**config.mk**
```make
export PLATFORM = sky130hd
export DESIGN_NAME = mch_handler
export DESIGN_NICKNAME = d
export VERILOG_FILES = /design/src/inc/mch_pkg.sv /design/src/rtl/mch_fifo.sv /design/src/rtl/mch_handler.sv
export SDC_FILE = /design/constraint.sdc
export NUM_CORES = 1
export LEC_CHECK = 0
export BUFFER_PORTS_ARGS = -buffer_cell sky130_fd_sc_hd__buf_2
export CAP_MARGIN = 15
export CORE_MARGIN = 5
export CORE_UTILIZATION = 30
export DETAILED_ROUTE_END_ITERATION = 7
export PLACE_DENSITY = 0.45
export RECOVER_POWER = 25
export SLEW_MARGIN = 20
export SYNTH_ARGS = -nofsm -noshare
export SYNTH_HDL_FRONTEND = slang
export SYNTH_SLANG_ARGS = --single-unit
```
**constraint.sdc**
```tcl
create_clock -name ref_clk -period 3.85 [get_ports ref_clk]
set_input_delay 0.77 -clock ref_clk [delete_from_list [all_inputs] [get_ports ref_clk]]
set_output_delay 0.77 -clock ref_clk [all_outputs]
set_load 0.02 [all_outputs]
```
**src/inc/mch_pkg.sv**
```systemverilog
package mch_pkg;
  // ---------------------------------------------------------------
  // register offsets (register index on the plain port)
  // ---------------------------------------------------------------
  localparam logic [3:0] ADDR_FIFO = 4'h0;
  localparam logic [3:0] ADDR_STATUS = 4'h1;
  localparam logic [3:0] ADDR_SUBADDR = 4'h2;
  localparam logic [3:0] ADDR_CMD = 4'h3;
  localparam logic [3:0] ADDR_ISTAT = 4'h4;
  localparam logic [3:0] ADDR_ACTIVE = 4'h5;
  localparam logic [3:0] ADDR_MODE = 4'h6;
  // ---------------------------------------------------------------
  // command bits
  // ---------------------------------------------------------------
  localparam int CMD_FRESET = 0;
  localparam int CMD_SEARCH = 1;
  localparam int CMD_XFER_LO = 2;
  localparam int CMD_XFER_HI = 3;
  localparam logic [1:0] XFER_IDLE = 2'h0;
  localparam logic [1:0] XFER_TX = 2'h1;
  localparam logic [1:0] XFER_TXRX = 2'h2;
  localparam logic [1:0] XFER_CONT = 2'h3;
  // ---------------------------------------------------------------
  // status, interrupt and mode bit positions
  // ---------------------------------------------------------------
  localparam int ST_EMPTY = 0;
  localparam int ST_RW = 1;
  localparam int ST_AE = 2;
  localparam int ST_ABORT = 3;
  localparam int ST_BUSY = 4;
  localparam int IS_ACTIVE = 4;
  localparam int IS_DONE = 5;
  localparam int MODE_INIT = 0;
  localparam int MODE_HS = 1;
  localparam int MODE_SAMELINE = 2;
  localparam int AC_SEARCH = 6;
  // subscriber address: [7:6] count or type, [5:0] slot
  localparam logic [1:0] SUB_BCAST = 2'h1;
  localparam logic [1:0] SUB_TEST = 2'h2;
  // ---------------------------------------------------------------
  // timing
  // ---------------------------------------------------------------
  localparam int FRESET_REFCLK = 2;
  localparam int HS_GAP_FRAMES = 2;
  localparam int BCAST_FRAMES = 3;
  localparam int FIFO_DEPTH = 16;
  localparam logic [4:0] FIFO_FULL = 5'h10;
  localparam int SAMELINE_OFFSET = 4;
  localparam int SLOT_W = 6;
endpackage

```
**src/rtl/mch_fifo.sv**
```systemverilog
`timescale 1ns/100ps
module mch_fifo #(
  parameter int WIDTH = 8,
  parameter int DEPTH = 16
) (
  // clock and reset
  input wire logic ref_clk,
  input wire logic reset,
  // control
  input wire logic clear,
  input wire logic push,
  input wire logic [WIDTH-1:0] push_data,
  input wire logic pop,
  // state
  output logic [WIDTH-1:0] pop_data,
  output logic [$clog2(DEPTH):0] count
);
  localparam int AW = $clog2(DEPTH);
  initial begin
    if (DEPTH < 2 || (1 << AW) != DEPTH) begin
      $error("depth must be a power of two");
    end
  end
  logic [WIDTH-1:0] mem [DEPTH];
  logic [AW-1:0] wr_q;
  logic [AW-1:0] rd_q;
  logic do_push;
  logic do_pop;
  assign do_push = push && (count != (AW+1)'(DEPTH));
  assign do_pop = pop && (count != '0);
  always_ff @(posedge ref_clk) begin
    if (do_push) begin
      mem[wr_q] <= push_data;
    end
  end
  // read data registered; shows head after every pointer move except a push and pop together on a one-entry fifo
  always_ff @(posedge ref_clk or posedge reset) begin
    if (reset) begin
      pop_data <= '0;
    end else begin
      pop_data <= (do_push && count == '0) ? push_data :
        mem[do_pop ? rd_q + 1'b1 : rd_q];
    end
  end
  always_ff @(posedge ref_clk or posedge reset) begin
    if (reset) begin
      wr_q <= '0;
      rd_q <= '0;
      count <= '0;
    end else if (clear) begin
      wr_q <= '0;
      rd_q <= '0;
      count <= '0;
    end else begin
      if (do_push) begin
        wr_q <= wr_q + 1'b1;
      end
      if (do_pop) begin
        rd_q <= rd_q + 1'b1;
      end
      count <= count + (AW+1)'(do_push) - (AW+1)'(do_pop);
    end
  end
endmodule

```
**src/rtl/mch_handler.sv**
```systemverilog
// The implementer's own choices: the register addresses and strobed register access.
`timescale 1ns/100ps
// What this block does
// - host fills fifo, sets address, writes transmit; bytes go out in turn
// - without handshake, exactly one byte leaves per frame
// - with handshake, each byte acked first except in broadcast; at most one byte per two frames
// - receiver handshake idle two frames during transmit aborts, flags, irq
// - all bytes sent and acked raises the fifo interrupt
// - with handshake, continuous transmit keeps handshake active on empty fifo and irqs
// - transmit plus receive sends then receives; empty fifo gives receive only
// - handshaked receive self-acks, stores 16, ends after two idle frames
// - fifo reset cancels a receive at any time
// - seventeenth byte irqs, stays unacked; reissued command resumes
// - no handshake: receive 1, 2, 8 or 16 frames, then irq
// - same-line mode receives four slots after the transmit slot
// - broadcast on marked slots, one byte per two frames with handshake, acks ignored
// - test mode loops fifo back, same status as transmit
// - search scans upstream slots for active handshake, stores, irqs
// - search ends only on a find or init-mode bit cleared
// - fifo reset clears fifo and transfer but not search, in two clocks
// - reading interrupt status clears both interrupt flags
module mch_handler #(
  parameter int DEPTH = 16
) (
  // clock and reset
  input wire logic ref_clk,
  input wire logic reset,
  // register port
  input wire logic [3:0] reg_addr,
  input wire logic [7:0] reg_wdata,
  input wire logic reg_wr,
  input wire logic reg_rd,
  output logic [7:0] reg_rdata,
  // frame timing from the serial interface
  input wire logic frame_start,
  input wire logic slot_valid,
  input wire logic [5:0] slot_num,
  input wire logic slot_marked,
  // monitor slot data
  input wire logic [7:0] up_data,
  input wire logic up_tx_hs_n,
  input wire logic up_rx_hs_n,
  output logic [7:0] down_data,
  output logic down_tx_hs_n,
  output logic down_rx_hs_n,
  output logic down_en,
  // interrupt flags
  output logic fifo_done_irq,
  output logic channel_active_irq
);
  initial begin
    if (DEPTH != mch_pkg::FIFO_DEPTH) begin
      $error("monitor fifo depth is fixed at sixteen");
    end
  end
  typedef enum logic [5:0] {
    ST_IDLE = 6'b000001,
    ST_SEND = 6'b000010,
    ST_WAIT = 6'b000100,
    ST_RECV = 6'b001000,
    ST_HOLD = 6'b010000,
    ST_RST = 6'b100000
  } mch_state_t;
  mch_state_t state_q;
  logic [7:0] subscriber_address_reg_q, operation_mode_reg_q;
  logic [7:0] hold_byte_q, fhead, fpush_data;
  logic [5:0] active_chan_q, rx_target;
  logic [4:0] rxcnt_q, fcount, rx_limit;
  logic [1:0] xfer_q, gap_q, idle_q, rst_q;
  logic abort_q, searching_q, hold_valid_q, done_set, act_set;
  logic fpush, fpop, fclear, hs_on, cmd_wr, my_slot, rx_slot, ist_rd;
  logic test_mode, bcast;
  // ---------------------------------------------------------------
  // fifo
  // ---------------------------------------------------------------
  mch_fifo #(.WIDTH(8), .DEPTH(DEPTH)) u_fifo (
    .ref_clk(ref_clk),
    .reset(reset),
    .clear(fclear),
    .push(fpush),
    .push_data(fpush_data),
    .pop(fpop),
    .pop_data(fhead),
    .count(fcount)
  );
  assign hs_on = operation_mode_reg_q[mch_pkg::MODE_HS];
  assign cmd_wr = reg_wr && reg_addr == mch_pkg::ADDR_CMD;
  assign ist_rd = reg_rd && reg_addr == mch_pkg::ADDR_ISTAT;
  assign test_mode = subscriber_address_reg_q[7:6] == mch_pkg::SUB_TEST &&
    reg_wdata[mch_pkg::CMD_XFER_HI:mch_pkg::CMD_XFER_LO] == mch_pkg::XFER_TX;
  assign bcast = subscriber_address_reg_q[7:6] == mch_pkg::SUB_BCAST &&
    xfer_q == mch_pkg::XFER_TX;
  assign my_slot = slot_valid &&
    (bcast ? slot_marked :
     slot_num == subscriber_address_reg_q[5:0]);
  // same-line reply sits four slots later, upstream
  assign rx_target = operation_mode_reg_q[mch_pkg::MODE_SAMELINE] ?
    subscriber_address_reg_q[5:0] +
    6'(mch_pkg::SAMELINE_OFFSET) :
    subscriber_address_reg_q[5:0];
  assign rx_slot = slot_valid && slot_num == rx_target;
  // fifo reset lasts two clocks, then the fifo is usable
  assign fclear = state_q == ST_RST;
  // ---------------------------------------------------------------
  // received byte count limit without handshake
  // ---------------------------------------------------------------
  always_comb begin
    unique case (subscriber_address_reg_q[7:6])
      2'h0: rx_limit = 5'h01;
      2'h1: rx_limit = 5'h02;
      2'h2: rx_limit = 5'h08;
      2'h3: rx_limit = 5'h10;
    endcase
  end
  // ---------------------------------------------------------------
  // fifo traffic: host writes, transmit pops, receive pushes
  // ---------------------------------------------------------------
  always_comb begin
    fpush = 1'b0;
    fpop = 1'b0;
    fpush_data = reg_wdata;
    if (reg_wr && reg_addr == mch_pkg::ADDR_FIFO &&
        (state_q == ST_IDLE || state_q == ST_HOLD)) begin
      fpush = 1'b1;
    end
    if (reg_rd && reg_addr == mch_pkg::ADDR_FIFO) begin
      fpop = 1'b1;
    end
    if (state_q == ST_SEND && my_slot && fcount != '0 && gap_q == '0) begin
      fpop = 1'b1;
    end
    // captured byte lands a cycle after its slot, the last one included
    if (hold_valid_q && fcount != mch_pkg::FIFO_FULL) begin
      fpush = 1'b1;
      fpush_data = hold_byte_q;
    end
  end
  // ---------------------------------------------------------------
  // transfer sequencer
  // ---------------------------------------------------------------
  always_ff @(posedge ref_clk or posedge reset) begin
    if (reset) begin
      state_q <= ST_IDLE;
      xfer_q <= mch_pkg::XFER_IDLE;
      gap_q <= '0;
      idle_q <= '0;
      rxcnt_q <= '0;
      rst_q <= '0;
      abort_q <= 1'b0;
      hold_valid_q <= 1'b0;
      hold_byte_q <= '0;
      down_data <= '0;
      down_tx_hs_n <= 1'b1;
      down_rx_hs_n <= 1'b1;
      down_en <= 1'b0;
      done_set <= 1'b0;
    end else begin
      done_set <= 1'b0;
      down_en <= 1'b0;
      hold_valid_q <= 1'b0;
      if (frame_start && gap_q != '0) begin
        gap_q <= gap_q - 2'h1;
      end
      if (cmd_wr && reg_wdata[mch_pkg::CMD_FRESET]) begin
        // cancels any transfer, receive included
        state_q <= ST_RST;
        rst_q <= 2'(mch_pkg::FRESET_REFCLK - 1);
        abort_q <= 1'b0;
        down_tx_hs_n <= 1'b1;
        down_rx_hs_n <= 1'b1;
      end else begin
        unique case (state_q)
          ST_RST: begin
            if (rst_q == '0) begin
              state_q <= ST_IDLE;
            end else begin
              rst_q <= rst_q - 2'd1;
            end
          end
          ST_IDLE, ST_HOLD: begin
            if (cmd_wr && reg_wdata[mch_pkg::CMD_XFER_HI:
                mch_pkg::CMD_XFER_LO] != mch_pkg::XFER_IDLE) begin
              xfer_q <= reg_wdata[mch_pkg::CMD_XFER_HI:
                mch_pkg::CMD_XFER_LO];
              gap_q <= '0;
              idle_q <= '0;
              rxcnt_q <= '0;
              if (test_mode) begin
                // nothing goes out; fifo is left for read back
                state_q <= ST_IDLE;
                done_set <= 1'b1;
              end else begin
                state_q <= ST_SEND;
              end
            end
          end
          ST_SEND: begin
            if (my_slot) begin
              if (fcount != '0 && gap_q == '0) begin
                down_data <= fhead;
                down_en <= 1'b1;
                down_tx_hs_n <= 1'b0;
                idle_q <= '0;
                if (bcast && hs_on) begin
                  gap_q <= 2'(mch_pkg::BCAST_FRAMES - 1);
                end else if (hs_on) begin
                  state_q <= ST_WAIT;
                  gap_q <= 2'(mch_pkg::HS_GAP_FRAMES - 1);
                end
              end else if (fcount == '0) begin
                if (xfer_q == mch_pkg::XFER_CONT && hs_on) begin
                  state_q <= ST_HOLD;
                  done_set <= 1'b1;
                end else if (xfer_q == mch_pkg::XFER_TXRX) begin
                  down_tx_hs_n <= 1'b1;
                  state_q <= ST_RECV;
                end else begin
                  down_tx_hs_n <= 1'b1;
                  state_q <= ST_IDLE;
                  done_set <= 1'b1;
                end
              end
            end
          end
          ST_WAIT: begin
            if (rx_slot) begin
              if (!up_rx_hs_n) begin
                idle_q <= '0;
                if (gap_q == '0) begin
                  state_q <= ST_SEND;
                end
              end else if (idle_q == 2'(mch_pkg::HS_GAP_FRAMES - 1)) begin
                state_q <= ST_IDLE;
                abort_q <= 1'b1;
                done_set <= 1'b1;
                down_tx_hs_n <= 1'b1;
              end else begin
                idle_q <= idle_q + 2'd1;
              end
            end
          end
          ST_RECV: begin
            if (rx_slot) begin
              if (hs_on) begin
                if (!up_tx_hs_n) begin
                  idle_q <= '0;
                  hold_byte_q <= up_data;
                  if (fcount == mch_pkg::FIFO_FULL) begin
                    // seventeenth byte waits unacked
                    down_rx_hs_n <= 1'b1;
                    done_set <= 1'b1;
                    state_q <= ST_HOLD;
                  end else begin
                    down_rx_hs_n <= 1'b0;
                    hold_valid_q <= 1'b1;
                  end
                end else if (idle_q == 2'(mch_pkg::HS_GAP_FRAMES - 1)) begin
                  state_q <= ST_IDLE;
                  done_set <= 1'b1;
                  down_rx_hs_n <= 1'b1;
                end else begin
                  idle_q <= idle_q + 2'd1;
                end
              end else begin
                hold_byte_q <= up_data;
                hold_valid_q <= 1'b1;
                rxcnt_q <= rxcnt_q + 5'd1;
                if (rxcnt_q + 5'd1 == rx_limit) begin
                  state_q <= ST_IDLE;
                  done_set <= 1'b1;
                end
              end
            end
          end
          default: state_q <= ST_IDLE;
        endcase
      end
    end
  end
  // ---------------------------------------------------------------
  // active channel search, untouched by fifo reset
  // ---------------------------------------------------------------
  always_ff @(posedge ref_clk or posedge reset) begin
    if (reset) begin
      searching_q <= 1'b0;
      active_chan_q <= '0;
      act_set <= 1'b0;
    end else begin
      act_set <= 1'b0;
      if (!operation_mode_reg_q[mch_pkg::MODE_INIT]) begin
        searching_q <= 1'b0;
      end else if (searching_q && slot_valid && !up_tx_hs_n) begin
        searching_q <= 1'b0;
        active_chan_q <= slot_num;
        act_set <= 1'b1;
      end else if (cmd_wr && reg_wdata[mch_pkg::CMD_SEARCH]) begin
        searching_q <= 1'b1;
      end
    end
  end
  // ---------------------------------------------------------------
  // registers and interrupt flags
  // ---------------------------------------------------------------
  always_ff @(posedge ref_clk or posedge reset) begin
    if (reset) begin
      subscriber_address_reg_q <= '0;
      operation_mode_reg_q <= '0;
    end else if (reg_wr) begin
      if (reg_addr == mch_pkg::ADDR_SUBADDR) begin
        subscriber_address_reg_q <= reg_wdata;
      end
      if (reg_addr == mch_pkg::ADDR_MODE) begin
        operation_mode_reg_q <= reg_wdata;
      end
    end
  end
  // a set in the clearing cycle wins
  always_ff @(posedge ref_clk or posedge reset) begin
    if (reset) begin
      fifo_done_irq <= 1'b0;
      channel_active_irq <= 1'b0;
    end else begin
      fifo_done_irq <= done_set || (fifo_done_irq && !ist_rd);
      channel_active_irq <= act_set || (channel_active_irq && !ist_rd);
    end
  end
  always_ff @(posedge ref_clk or posedge reset) begin
    if (reset) begin
      reg_rdata <= '0;
    end else begin
      reg_rdata <= '0;
      if (reg_rd) begin
        unique case (reg_addr)
          mch_pkg::ADDR_FIFO: reg_rdata <= fhead;
          mch_pkg::ADDR_STATUS: begin
            reg_rdata[mch_pkg::ST_EMPTY] <= fcount == '0;
            reg_rdata[mch_pkg::ST_RW] <= state_q == ST_IDLE &&
              xfer_q != mch_pkg::XFER_TX;
            reg_rdata[mch_pkg::ST_AE] <= state_q == ST_IDLE ||
              state_q == ST_HOLD;
            reg_rdata[mch_pkg::ST_ABORT] <= abort_q;
            reg_rdata[mch_pkg::ST_BUSY] <= state_q != ST_IDLE &&
              state_q != ST_RST;
          end
          mch_pkg::ADDR_SUBADDR: reg_rdata <= subscriber_address_reg_q;
          mch_pkg::ADDR_ISTAT: begin
            reg_rdata[mch_pkg::IS_DONE] <= fifo_done_irq;
            reg_rdata[mch_pkg::IS_ACTIVE] <= channel_active_irq;
          end
          mch_pkg::ADDR_ACTIVE:
            reg_rdata <= {1'b0, searching_q, active_chan_q};
          mch_pkg::ADDR_MODE: reg_rdata <= operation_mode_reg_q;
          default: reg_rdata <= '0;
        endcase
      end
    end
  end
endmodule

```
**Yosys cells after proc, flatten, opt, wreduce, memory -nomap -nowiden**

Memories as Yosys holds them, arrays and structs flattened.
Cells that the tools add are included.

- Register bits after elaboration: 96
- Memory bits (writable): 128
- Output and inout bits: 21
- Word-level logic and storage cells: 274
- Memories: 1

Memory list:

| name | words | bits a word | read ports | clocked after memory_dff | write ports | line | RTL |
|---|---|---|---|---|---|---|---|
| u_fifo.mem | 16 | 8 | 1 | 0 | 1 | mch_fifo.sv:24 | `logic [WIDTH-1:0] mem [DEPTH];` |

- $add $sub $neg: 9
- Eq/ne operators: 53
- Multiplexer cells: 117
- Bitwise logic cells: 1
- Reduce and logical (&&, ||, !) cells: 67

Operators with widths:

| operator | count |
|---|---|
| 6-bit 2-to-1 mux | 18 |
| 1-bit 2-to-1 mux | 53 |
| 2-bit 2-to-1 mux | 20 |
| 8-bit 2-to-1 mux | 5 |
| 6-bit case mux with 5 select lines | 1 |
| 1-bit logical AND | 29 |
| 5-bit 2-to-1 mux | 5 |
| 2-bit nonzero test | 11 |
| 4-bit 2-to-1 mux | 5 |
| 4-bit inequality test (second input constant) | 5 |
| 4-bit case mux with 5 select lines | 1 |
| 5-bit case mux with 4 select lines | 1 |
| 2-bit inequality test (second input constant) | 8 |
| 2-bit case mux with 4 select lines | 2 |
| 4-bit AND reduction | 4 |
| 3-bit inequality test (second input constant) | 5 |
| 4-bit by 3-bit equality test with 1-bit output (second input constant) | 3 |
| 6-bit equality test | 2 |
| 11-bit AND reduction | 1 |
| 5-bit inequality test (second input constant) | 2 |
| 5-bit case mux with 2 select lines | 1 |
| 3-bit by 1-bit inequality test with 1-bit output (second input constant) | 3 |
| 4-bit by 1-bit adder with 4-bit output (second input constant) | 2 |
| 2-bit by 1-bit equality test with 1-bit output (second input constant) | 4 |
| 42 further kinds | 56 |

**Depth between registers and ports, before layout**

Gate-level depths: netlist of the first run.
An unclocked memory read counts as a cell.

- Depth after elaboration: 12
- Gate-level depth with buffers: 19

**Cells and area by module**

From an unflattened synthesis of the first run, not the netlist that was laid out.

- Cell total of the unflattened synthesis: 973
- Area, all modules: 11,499.8 µm²

Modules (own cells, without submodules):

| module | instances | cells an instance | area an instance (µm²) | seq. area each (µm²) |
|---|---|---|---|---|
| mch_fifo | 1 | 543 | 7,290.7 | 4,369.2 |
| mch_handler | 1 | 430 | 4,209.0 | 1,880.6 |

**Worst setup path after synthesis of the first run**

Ideal clock, no wire load.

- Path kind: reg-to-reg
- Start: register state_q[5]
- End: register u_fifo.count[4]
- Setup time: 126 ps
- Arrival: 3,379 ps
- Slack: 346 ps
- Stages on the path, launching flop included: 19
- Path buffers: 3
- Clock period less this slack: 3,504 ps
- Cell sequence: dfrtp_1 > buf_4 > or4_4 > nand4b_4 > nor4_4 > nor2_2 > inv_2 > buf_6 > buf_4 > ha_1 > inv_1 > ha_1 > inv_1 > fa_1 > inv_1 > a21oi_1 > nor2_1 > or3_1 > a21oi_1

- Word-level cells in the longest chain between the ends: 9
- Elaborated cells between the ends (all ways): 17

Ends and longest elaborated chain:

| what | line | RTL |
|---|---|---|
| start: declaration | mch_handler.sv:64 | `mch_state_t state_q;` |
| start signal: assignment | mch_handler.sv:143 | `state_q <= ST_IDLE;` |
| start signal: assignment | mch_handler.sv:166 | `state_q <= ST_RST;` |
| start signal: assignment | mch_handler.sv:175 | `state_q <= ST_IDLE;` |
| 6-bit by 1-bit equality test with 1-bit output / 6-bit by 5-bit equality test with 1-bit output (equally long branches) | mch_handler.sv:123 | `(state_q == ST_IDLE \|\| state_q == ST_HOLD)) begin` |
| 1-bit logical OR | mch_handler.sv:123 |  |
| 1-bit logical AND | mch_handler.sv:122 | `if (reg_wr && reg_addr == mch_pkg::ADDR_FIFO &&` |
| 1-bit 2-to-1 mux | mch_handler.sv:122 |  |
| 1-bit 2-to-1 mux | mch_handler.sv:133 | `if (hold_valid_q && fcount != mch_pkg::FIFO_FULL) begin` |
| 1-bit logical AND | mch_fifo.sv:29 | `assign do_push = push && (count != (AW+1)'(DEPTH));` |
| 5-bit by 1-bit adder with 5-bit output | mch_fifo.sv:61 | `count <= count + (AW+1)'(do_push) - (AW+1)'(do_pop);` |
| 5-bit by 1-bit subtractor with 5-bit output | mch_fifo.sv:61 |  |
| 5-bit 2-to-1 mux * | mch_fifo.sv:50 | `end else if (clear) begin` |
| end signal: assignment | mch_fifo.sv:61 |  |
| end: declaration | mch_fifo.sv:16 | `output logic [$clog2(DEPTH):0] count` |

Mark *: on every way between the ends. The rest lies on a longest branch, timed or not.
A chain may end at the register's enable or synchronous reset.

**Worst setup path in the final report of the first run**

- Start: register u_fifo.count[2]
- End: register u_fifo.count[4]

- Word-level cells in the longest chain between the ends: 7
- Elaborated cells between the ends (all ways): 12

Ends and longest elaborated chain:

| what | line |
|---|---|
| 5-bit inequality test / 5-bit nonzero test (equally long branches) | - |
| 1-bit logical AND (on tied branches) | mch_handler.sv:133, mch_handler.sv:129 |
| 1-bit 2-to-1 mux / 1-bit logical AND (equally long branches) | mch_handler.sv:133, mch_handler.sv:129 |
| 1-bit logical AND / 1-bit 2-to-1 mux (equally long branches) | mch_fifo.sv:29, mch_handler.sv:129 |
| 5-bit by 1-bit adder with 5-bit output / 1-bit logical AND (equally long branches) | mch_fifo.sv:61, mch_fifo.sv:30 |
| 5-bit by 1-bit subtractor with 5-bit output * | mch_fifo.sv:61 |
| 5-bit 2-to-1 mux * | mch_fifo.sv:50 |

Marks and branches as above.

==> results of run 1 <==
==> where the power goes <==
part	total [mW]	internal, mW	leakage, nW	switching [mW]
registers	3.03	2.75	2.41	0.276
clock network	2.32	1.34	0.379	0.974
logic	2.40	0.997	2.19	1.40
==> cells by family after synthesis <==
| family | Yosys count | synth area share |
|---|---|---|
| flip-flops | 224 | 0.577 |
| AND/OR/NAND/NOR | 283 | 0.139 |
| adder cells (fa/ha/maj) | 16 | 0.0192 |
| buffers and inverters | 67 | 0.0261 |
| XOR/XNOR | 23 | 0.0210 |
| AO/OA/AOI/OAI | 220 | 0.149 |
| multiplexers | 68 | 0.0689 |
==> critical path: stages (launching register included) <==
cell and delay (ns):
dfrtp_1 0.38, inv_1 0.09, ha_1 0.18, or4b_1 0.59, nand4_1 0.26, o21ai_2 0.20, nor2_2 0.24, inv_2 0.12
ha_1 0.28, inv_1 0.04, ha_1 0.18, inv_1 0.07, fa_1 0.20, inv_1 0.05, a21oi_1 0.12, nor2_1 0.06
or3_1 0.34, a21oi_1 0.14
==> cells in the final DEF, fill, tap and decap left out, drive strengths merged, types with 13 or more instances in the layout <==
master,instances
inv,29
nor2b,18
mux2,50
and2,25
clkbuf,51
a21oi,49
ha,15
a221oi,16
mux2i,18
and3,13
o221ai,21
edfxtp,128
xnor2,15
o21ai,45
nand2,67
nand3,49
dfrtp,93
buf,91
nor2,48
==> registers in the layout, indices dropped and copies added, names as in the netlist, 5 cells and up <==
name                      flops
u_fifo.pop_data               8
operation_mode_reg_q          8
rxcnt_q                       5
active_chan_q                 6
down_data                     8
subscriber_address_reg_q      8
u_fifo.count                  5
state_q                       6
u_fifo.mem                  128
reg_rdata                     8
hold_byte_q                   8
==> metal layers <==
layer,global-route usage,vias to the layer above
li1,-,3638
met1,0.232,3953
met2,0.262,152
met3,0.0245,42
met4,0.0387,0
met5,0,-
==> area by class of cell <==
cell class / instances / area, sq um / share of cell area
flip-flops and latches: 224 / 6250 / 0.493
multi-input cells: 610 / 4320 / 0.341
clock buffers: 41 / 717 / 0.0566
repair buffers: 101 / 614 / 0.0485
well taps: 461 / 577 / 0.0455
inverters: 30 / 114 / 0.00899
clock inverters: 7 / 72.6 / 0.00573
==> metrics by stage <==
step | setup WS, ns | hold slack, ns | total power, mW
floorplan | 0.346 | 0.404 | 4.65
global placement | 0.116 | 0.410 | 5.47
detailed placement | 0.0911 | 0.415 | 5.48
CTS | 0.254 | 0.391 | 7.83
global route | 0.00642 | 0.437 | 8.20
finish | 0.245 | 0.429 | 7.74
==> final timing paths <==
kind | cells after the start | to | start | slack, ns
min reg2reg | 1 | channel_active_irq | act_set | 0.43
min in group asynchronous | 2 | u_fifo.count[4] | reset | 0.97
max | 17 | u_fifo.count[4] | u_fifo.count[2] | 0.25
max reg2reg | 17 | u_fifo.count[4] | u_fifo.count[2] | 0.25
max in group asynchronous | 3 | rxcnt_q[3] | reset | 0.85
min | 1 | channel_active_irq | act_set | 0.43
==> metrics, run 1 <==
status=complete, but fails checks; failing checks=max-capacitance violations, max-slew violations; CTS tree=yes; WL met1=about 15 mm; ANT cells=0; dpl cells=about 1,400; critical path class=flop to flop; via count=around 7,800; Avg Inst Size Synth=between 10 and 15 sq um; vias per cell=approximately 5.3; Total Neg Setup Slack=0 ns; commonest cells in the netlist=edfxtp_1 (128), dfrtp_1 (93), nand2_1 (65); met3 WL post-DR=1.16 mm; clock root cell=clkbuf_16; Avg WL per Cell=21.9 um; CP Data Required Time=4.32 ns; Worst EP arrival=4.07 ns; Primary FF master, synth=edfxtp_1; Hold WC Path Type=flop to flop; postcts setup bufs=0; Tcrit/Tclk final=0.936; dpl cell area=0.0119 sq mm; grt ovf=0; Yosys warning total=0; DR iter-0 viols=482; flip-flop and latch count after synthesis=roughly 220; first-pass GRT wire length=between 40 and 50 mm; Final Cell Area=roughly 0.013 sq mm; Post-Syn Area=approximately 0.011 sq mm; chip width=about 200 um; Synth area leaders=edfxtp_1 (35%), dfrtp_1 (21%), mux2_2 (5.2%), nand2_1 (2.3%), nand3_1 (2.2%); met2 wire length=15.3 mm; RSZ-0062 raised after global routing=false; max-cap viol count=1; die area=around 0.04 sq mm; power per cell area=just over 600 mW/mm^2; IO Pins=56; CTS H-tree lvls=1; Fin. Hold Viols=0; synth unique cells=80; core box area=roughly 0.036 sq mm; Global Route Usage Sum=0.163; CTS max path bufs=3; Port Buffers=55; # DRC=0; non-filler cells, final=~1,500; CP max FO=8; Syn Nets=952; Final #Nets=~1,000; Slew HR=-0.815; DRT Pass-1 Iters=5; Rows=69; final setup vio count=0; Detailed Place HPWL=~23 mm; Die Ht=around 200 um; initial antenna violation count=0; max frequency=between 200 and 300 MHz; RePlAce Congestion=between 0.8 and 0.9; Clock Sink Count=about 220; VDD IR max=between 0.2 and 0.25 mV; worst-margin pin slew=~2.7 ns; share of layout cells above drive strength 1=0.213; Clock Latency Late Sink=between 0.5 and 0.6 ns; Post-synth EDFFs=between 100 and 150; final core occ=0.355; starting density of the core=0.304; Slew Viols, Final=56; Worst Skew=just over 0.01 ns; top-count cell post-synth=edfxtp_1; # hold bufs at CTS=0; vias in the first global route=between 7,000 and 8,000; sequential area share after synthesis=0.577; largest net degree at the start of global routing=between 50 and 60; post-CTS sizing=0; Antenna Nets Post-Route=0; asr flop ratio synth=0.429; Area growth, synth to finish=16.9%; Synth top area share=0.355; CP endpoint kind=flop; cell count after synthesis=901; clk slew on worst S/H paths=roughly 0.06 ns; Top Layer Used=met4; post-layout min period=between 3 and 4 ns; Static Leakage=roughly 5.0 nW; CTS buffer count=26; Synth area leader=edfxtp_1; fillers=3,587; WL final=32.3 mm; crit start category=flop
(Power assumes the default switching activity.)
==> run 2: changes to the inputs <==
--- a/config.mk
+++ b/config.mk
@@ -9,6 +9,7 @@
 export CAP_MARGIN = 15
 export CORE_MARGIN = 5
 export CORE_UTILIZATION = 30
+export CTS_BUF_LIST = sky130_fd_sc_hd__clkbuf_8 sky130_fd_sc_hd__clkbuf_16
 export DETAILED_ROUTE_END_ITERATION = 7
 export PLACE_DENSITY = 0.45
 export RECOVER_POWER = 25
==> metrics, run 2 (synthesis gave the netlist of run 1 again) <==
area of the multi-input gates=0.00432 sq mm (unchanged); Area growth, synth to finish=16.9% (unchanged); Port Buffers=55 (unchanged); hold path cells=1 (unchanged); Global Route Usage Sum=0.163 (unchanged); CTS H-tree lvls=1 (unchanged); chip width=200 um (unchanged); first-pass GRT wire length=49.8 mm (unchanged); DR iter-0 viols=494 (+2.5%); critical path class=flop to flop; final core occ=0.355 (unchanged); Clock Latency Late Sink=0.54 ns (about the same); Top reg by flops=u_fifo.mem; initial antenna violation count=0 (unchanged); postcts setup bufs=0 (unchanged); Tcrit/Tclk final=0.937 (about the same); Rows=69 (unchanged); Antenna Nets Post-Route=0 (unchanged); Final Cell Area=0.0127 sq mm (unchanged); Final #Nets=1,044 (unchanged); largest net degree at the start of global routing=56 (unchanged); final setup vio count=0 (unchanged); hold wc startpoint=act_set; via count=7,779 (-0.077%); Detailed Place HPWL=23.0 mm (unchanged); clock root cell=clkbuf_16; dpl cell area=0.0119 sq mm (unchanged); CP endpoint kind=flop; Worst Skew=0.00962 ns (-0.000778 ns); # DRC=0 (unchanged); core box area=0.0357 sq mm (unchanged); CP Data Required Time=4.32 ns (about the same); grt ovf=0 (unchanged); clk slew on worst S/H paths=0.06 ns (about the same); commonest non-fill, non-tap cell in the layout=edfxtp_1; CTS tree=yes; ANT cells=0 (unchanged); failing checks=max-capacitance violations, max-slew violations; Die Ht=200 um (unchanged); Fin. Hold Viols=0 (unchanged); number of cells on the worst reg-to-reg path=17 (unchanged); RR Endpoint=u_fifo.count[4]; Total Neg Setup Slack=0 ns (unchanged); Avg WL per Cell=22.0 um (about the same); die area=0.0400 sq mm (unchanged); Worst EP arrival=4.08 ns (about the same); hold_ws=0.429 ns (+0.000103 ns); Hold WC Path Type=flop to flop; DRT Pass-1 Iters=4 (-1); commonest non-fill, non-tap cells in the layout=edfxtp_1 (128), dfrtp_1 (93), nand2_1 (65), mux2_2 (50); post-layout min period=3.61 ns (+0.00332 ns); Clock Sink Count=224 (unchanged); max reg flops=128 (unchanged); R2R Path Start=u_fifo.count[2]; max-cap viol count=1 (unchanged); worst-margin pin slew=2.73 ns (+0.0188 ns); WL final=32.4 mm (about the same); IO Pins=56 (unchanged); starting density of the core=0.304 (unchanged); hold worst-path end=channel_active_irq; CTS max path bufs=3 (unchanged); fillers=3,587 (unchanged); # hold bufs at CTS=0 (unchanged); CP max FO=8 (unchanged); share of layout cells above drive strength 1=0.213 (unchanged); Sequential Area=0.00625 sq mm (unchanged); Design Power=7.71 mW (-0.40%); RSZ-0062 raised after global routing=false; max frequency=277 MHz (about the same); flop2flop setup slack=0.24 ns (about the same); RePlAce Congestion=0.825 (unchanged); post-CTS sizing=0 (unchanged); crit start category=flop; Slew Viols, Final=56 (unchanged); status=complete, but fails checks; CTS buffer count=26 (unchanged); VDD IR max=0.244 mV (about the same); power per cell area=609 mW/mm^2 (-0.40%); Static Leakage=5.04 nW (+1.2%); vias per cell=5.28 (about the same); vias in the first global route=7,994 (unchanged); Slew HR=-0.828 (-0.0126)
run 2: cell type report:
type	instances	area share
clock buffer	27	0.0524
multi-input combinational	610	0.341
sequential	224	0.493
inverter	30	0.00899
tap	461	0.0455
timing repair buffer	101	0.0485
clock inverter	21	0.00988
run 2: worst max-delay path: stages (launching register included):
cell and delay, ns:
dfrtp_1 0.38, inv_1 0.09, ha_1 0.18, or4b_1 0.59
nand4_1 0.26, o21ai_2 0.20, nor2_2 0.24, inv_2 0.12
ha_1 0.28, inv_1 0.04, ha_1 0.18, inv_1 0.07
fa_1 0.20, inv_1 0.05, a21oi_1 0.12, nor2_1 0.06
or3_1 0.34, a21oi_1 0.14
run 2: routing by layer:
| metal | track usage | up-vias | wire length [um] |
|---|---|---|---|
| met3 | 0.0245 | 44 | 1160 |
| met1 | 0.232 | 3943 | 15200 |
| met4 | 0.0387 | 0 | 691 |
| met5 | 0 | - | 0 |
| li1 | - | 3637 | - |
| met2 | 0.262 | 155 | 15300 |
run 2: worst max path at each step:
stage,start,end,slack (ns),cells past startpoint
3_5_place_dp,slot_num[5],u_fifo.pop_data[1],0.09,11
2_1_floorplan,state_q[5],u_fifo.count[4],0.35,18
3_3_place_gp,reg_addr[2],u_fifo.mem[13][2],0.12,8
6_report,u_fifo.count[2],u_fifo.count[4],0.24,17
5_1_grt,u_fifo.count[3],u_fifo.count[4],0.006,17
4_1_cts,u_fifo.count[3],u_fifo.count[4],0.25,17
run 2: through the flow:
stage | setup WS [ns] | std cells
5_1_grt | 0.00636 | 1474
3_3_place_gp | 0.116 | 1426
3_5_place_dp | 0.0911 | 1426
2_1_floorplan | 0.346 | 901
4_1_cts | 0.254 | 1474
6_report | 0.242 | 1474
run 2: power by group:
part	leakage, nW	total, mW	internal (mW)	switching (mW)
Clock	0.437	2.28	1.31	0.977
Combinational	2.19	2.40	0.998	1.40
Sequential	2.41	3.03	2.75	0.277
Total	5.04	7.71	5.06	2.65
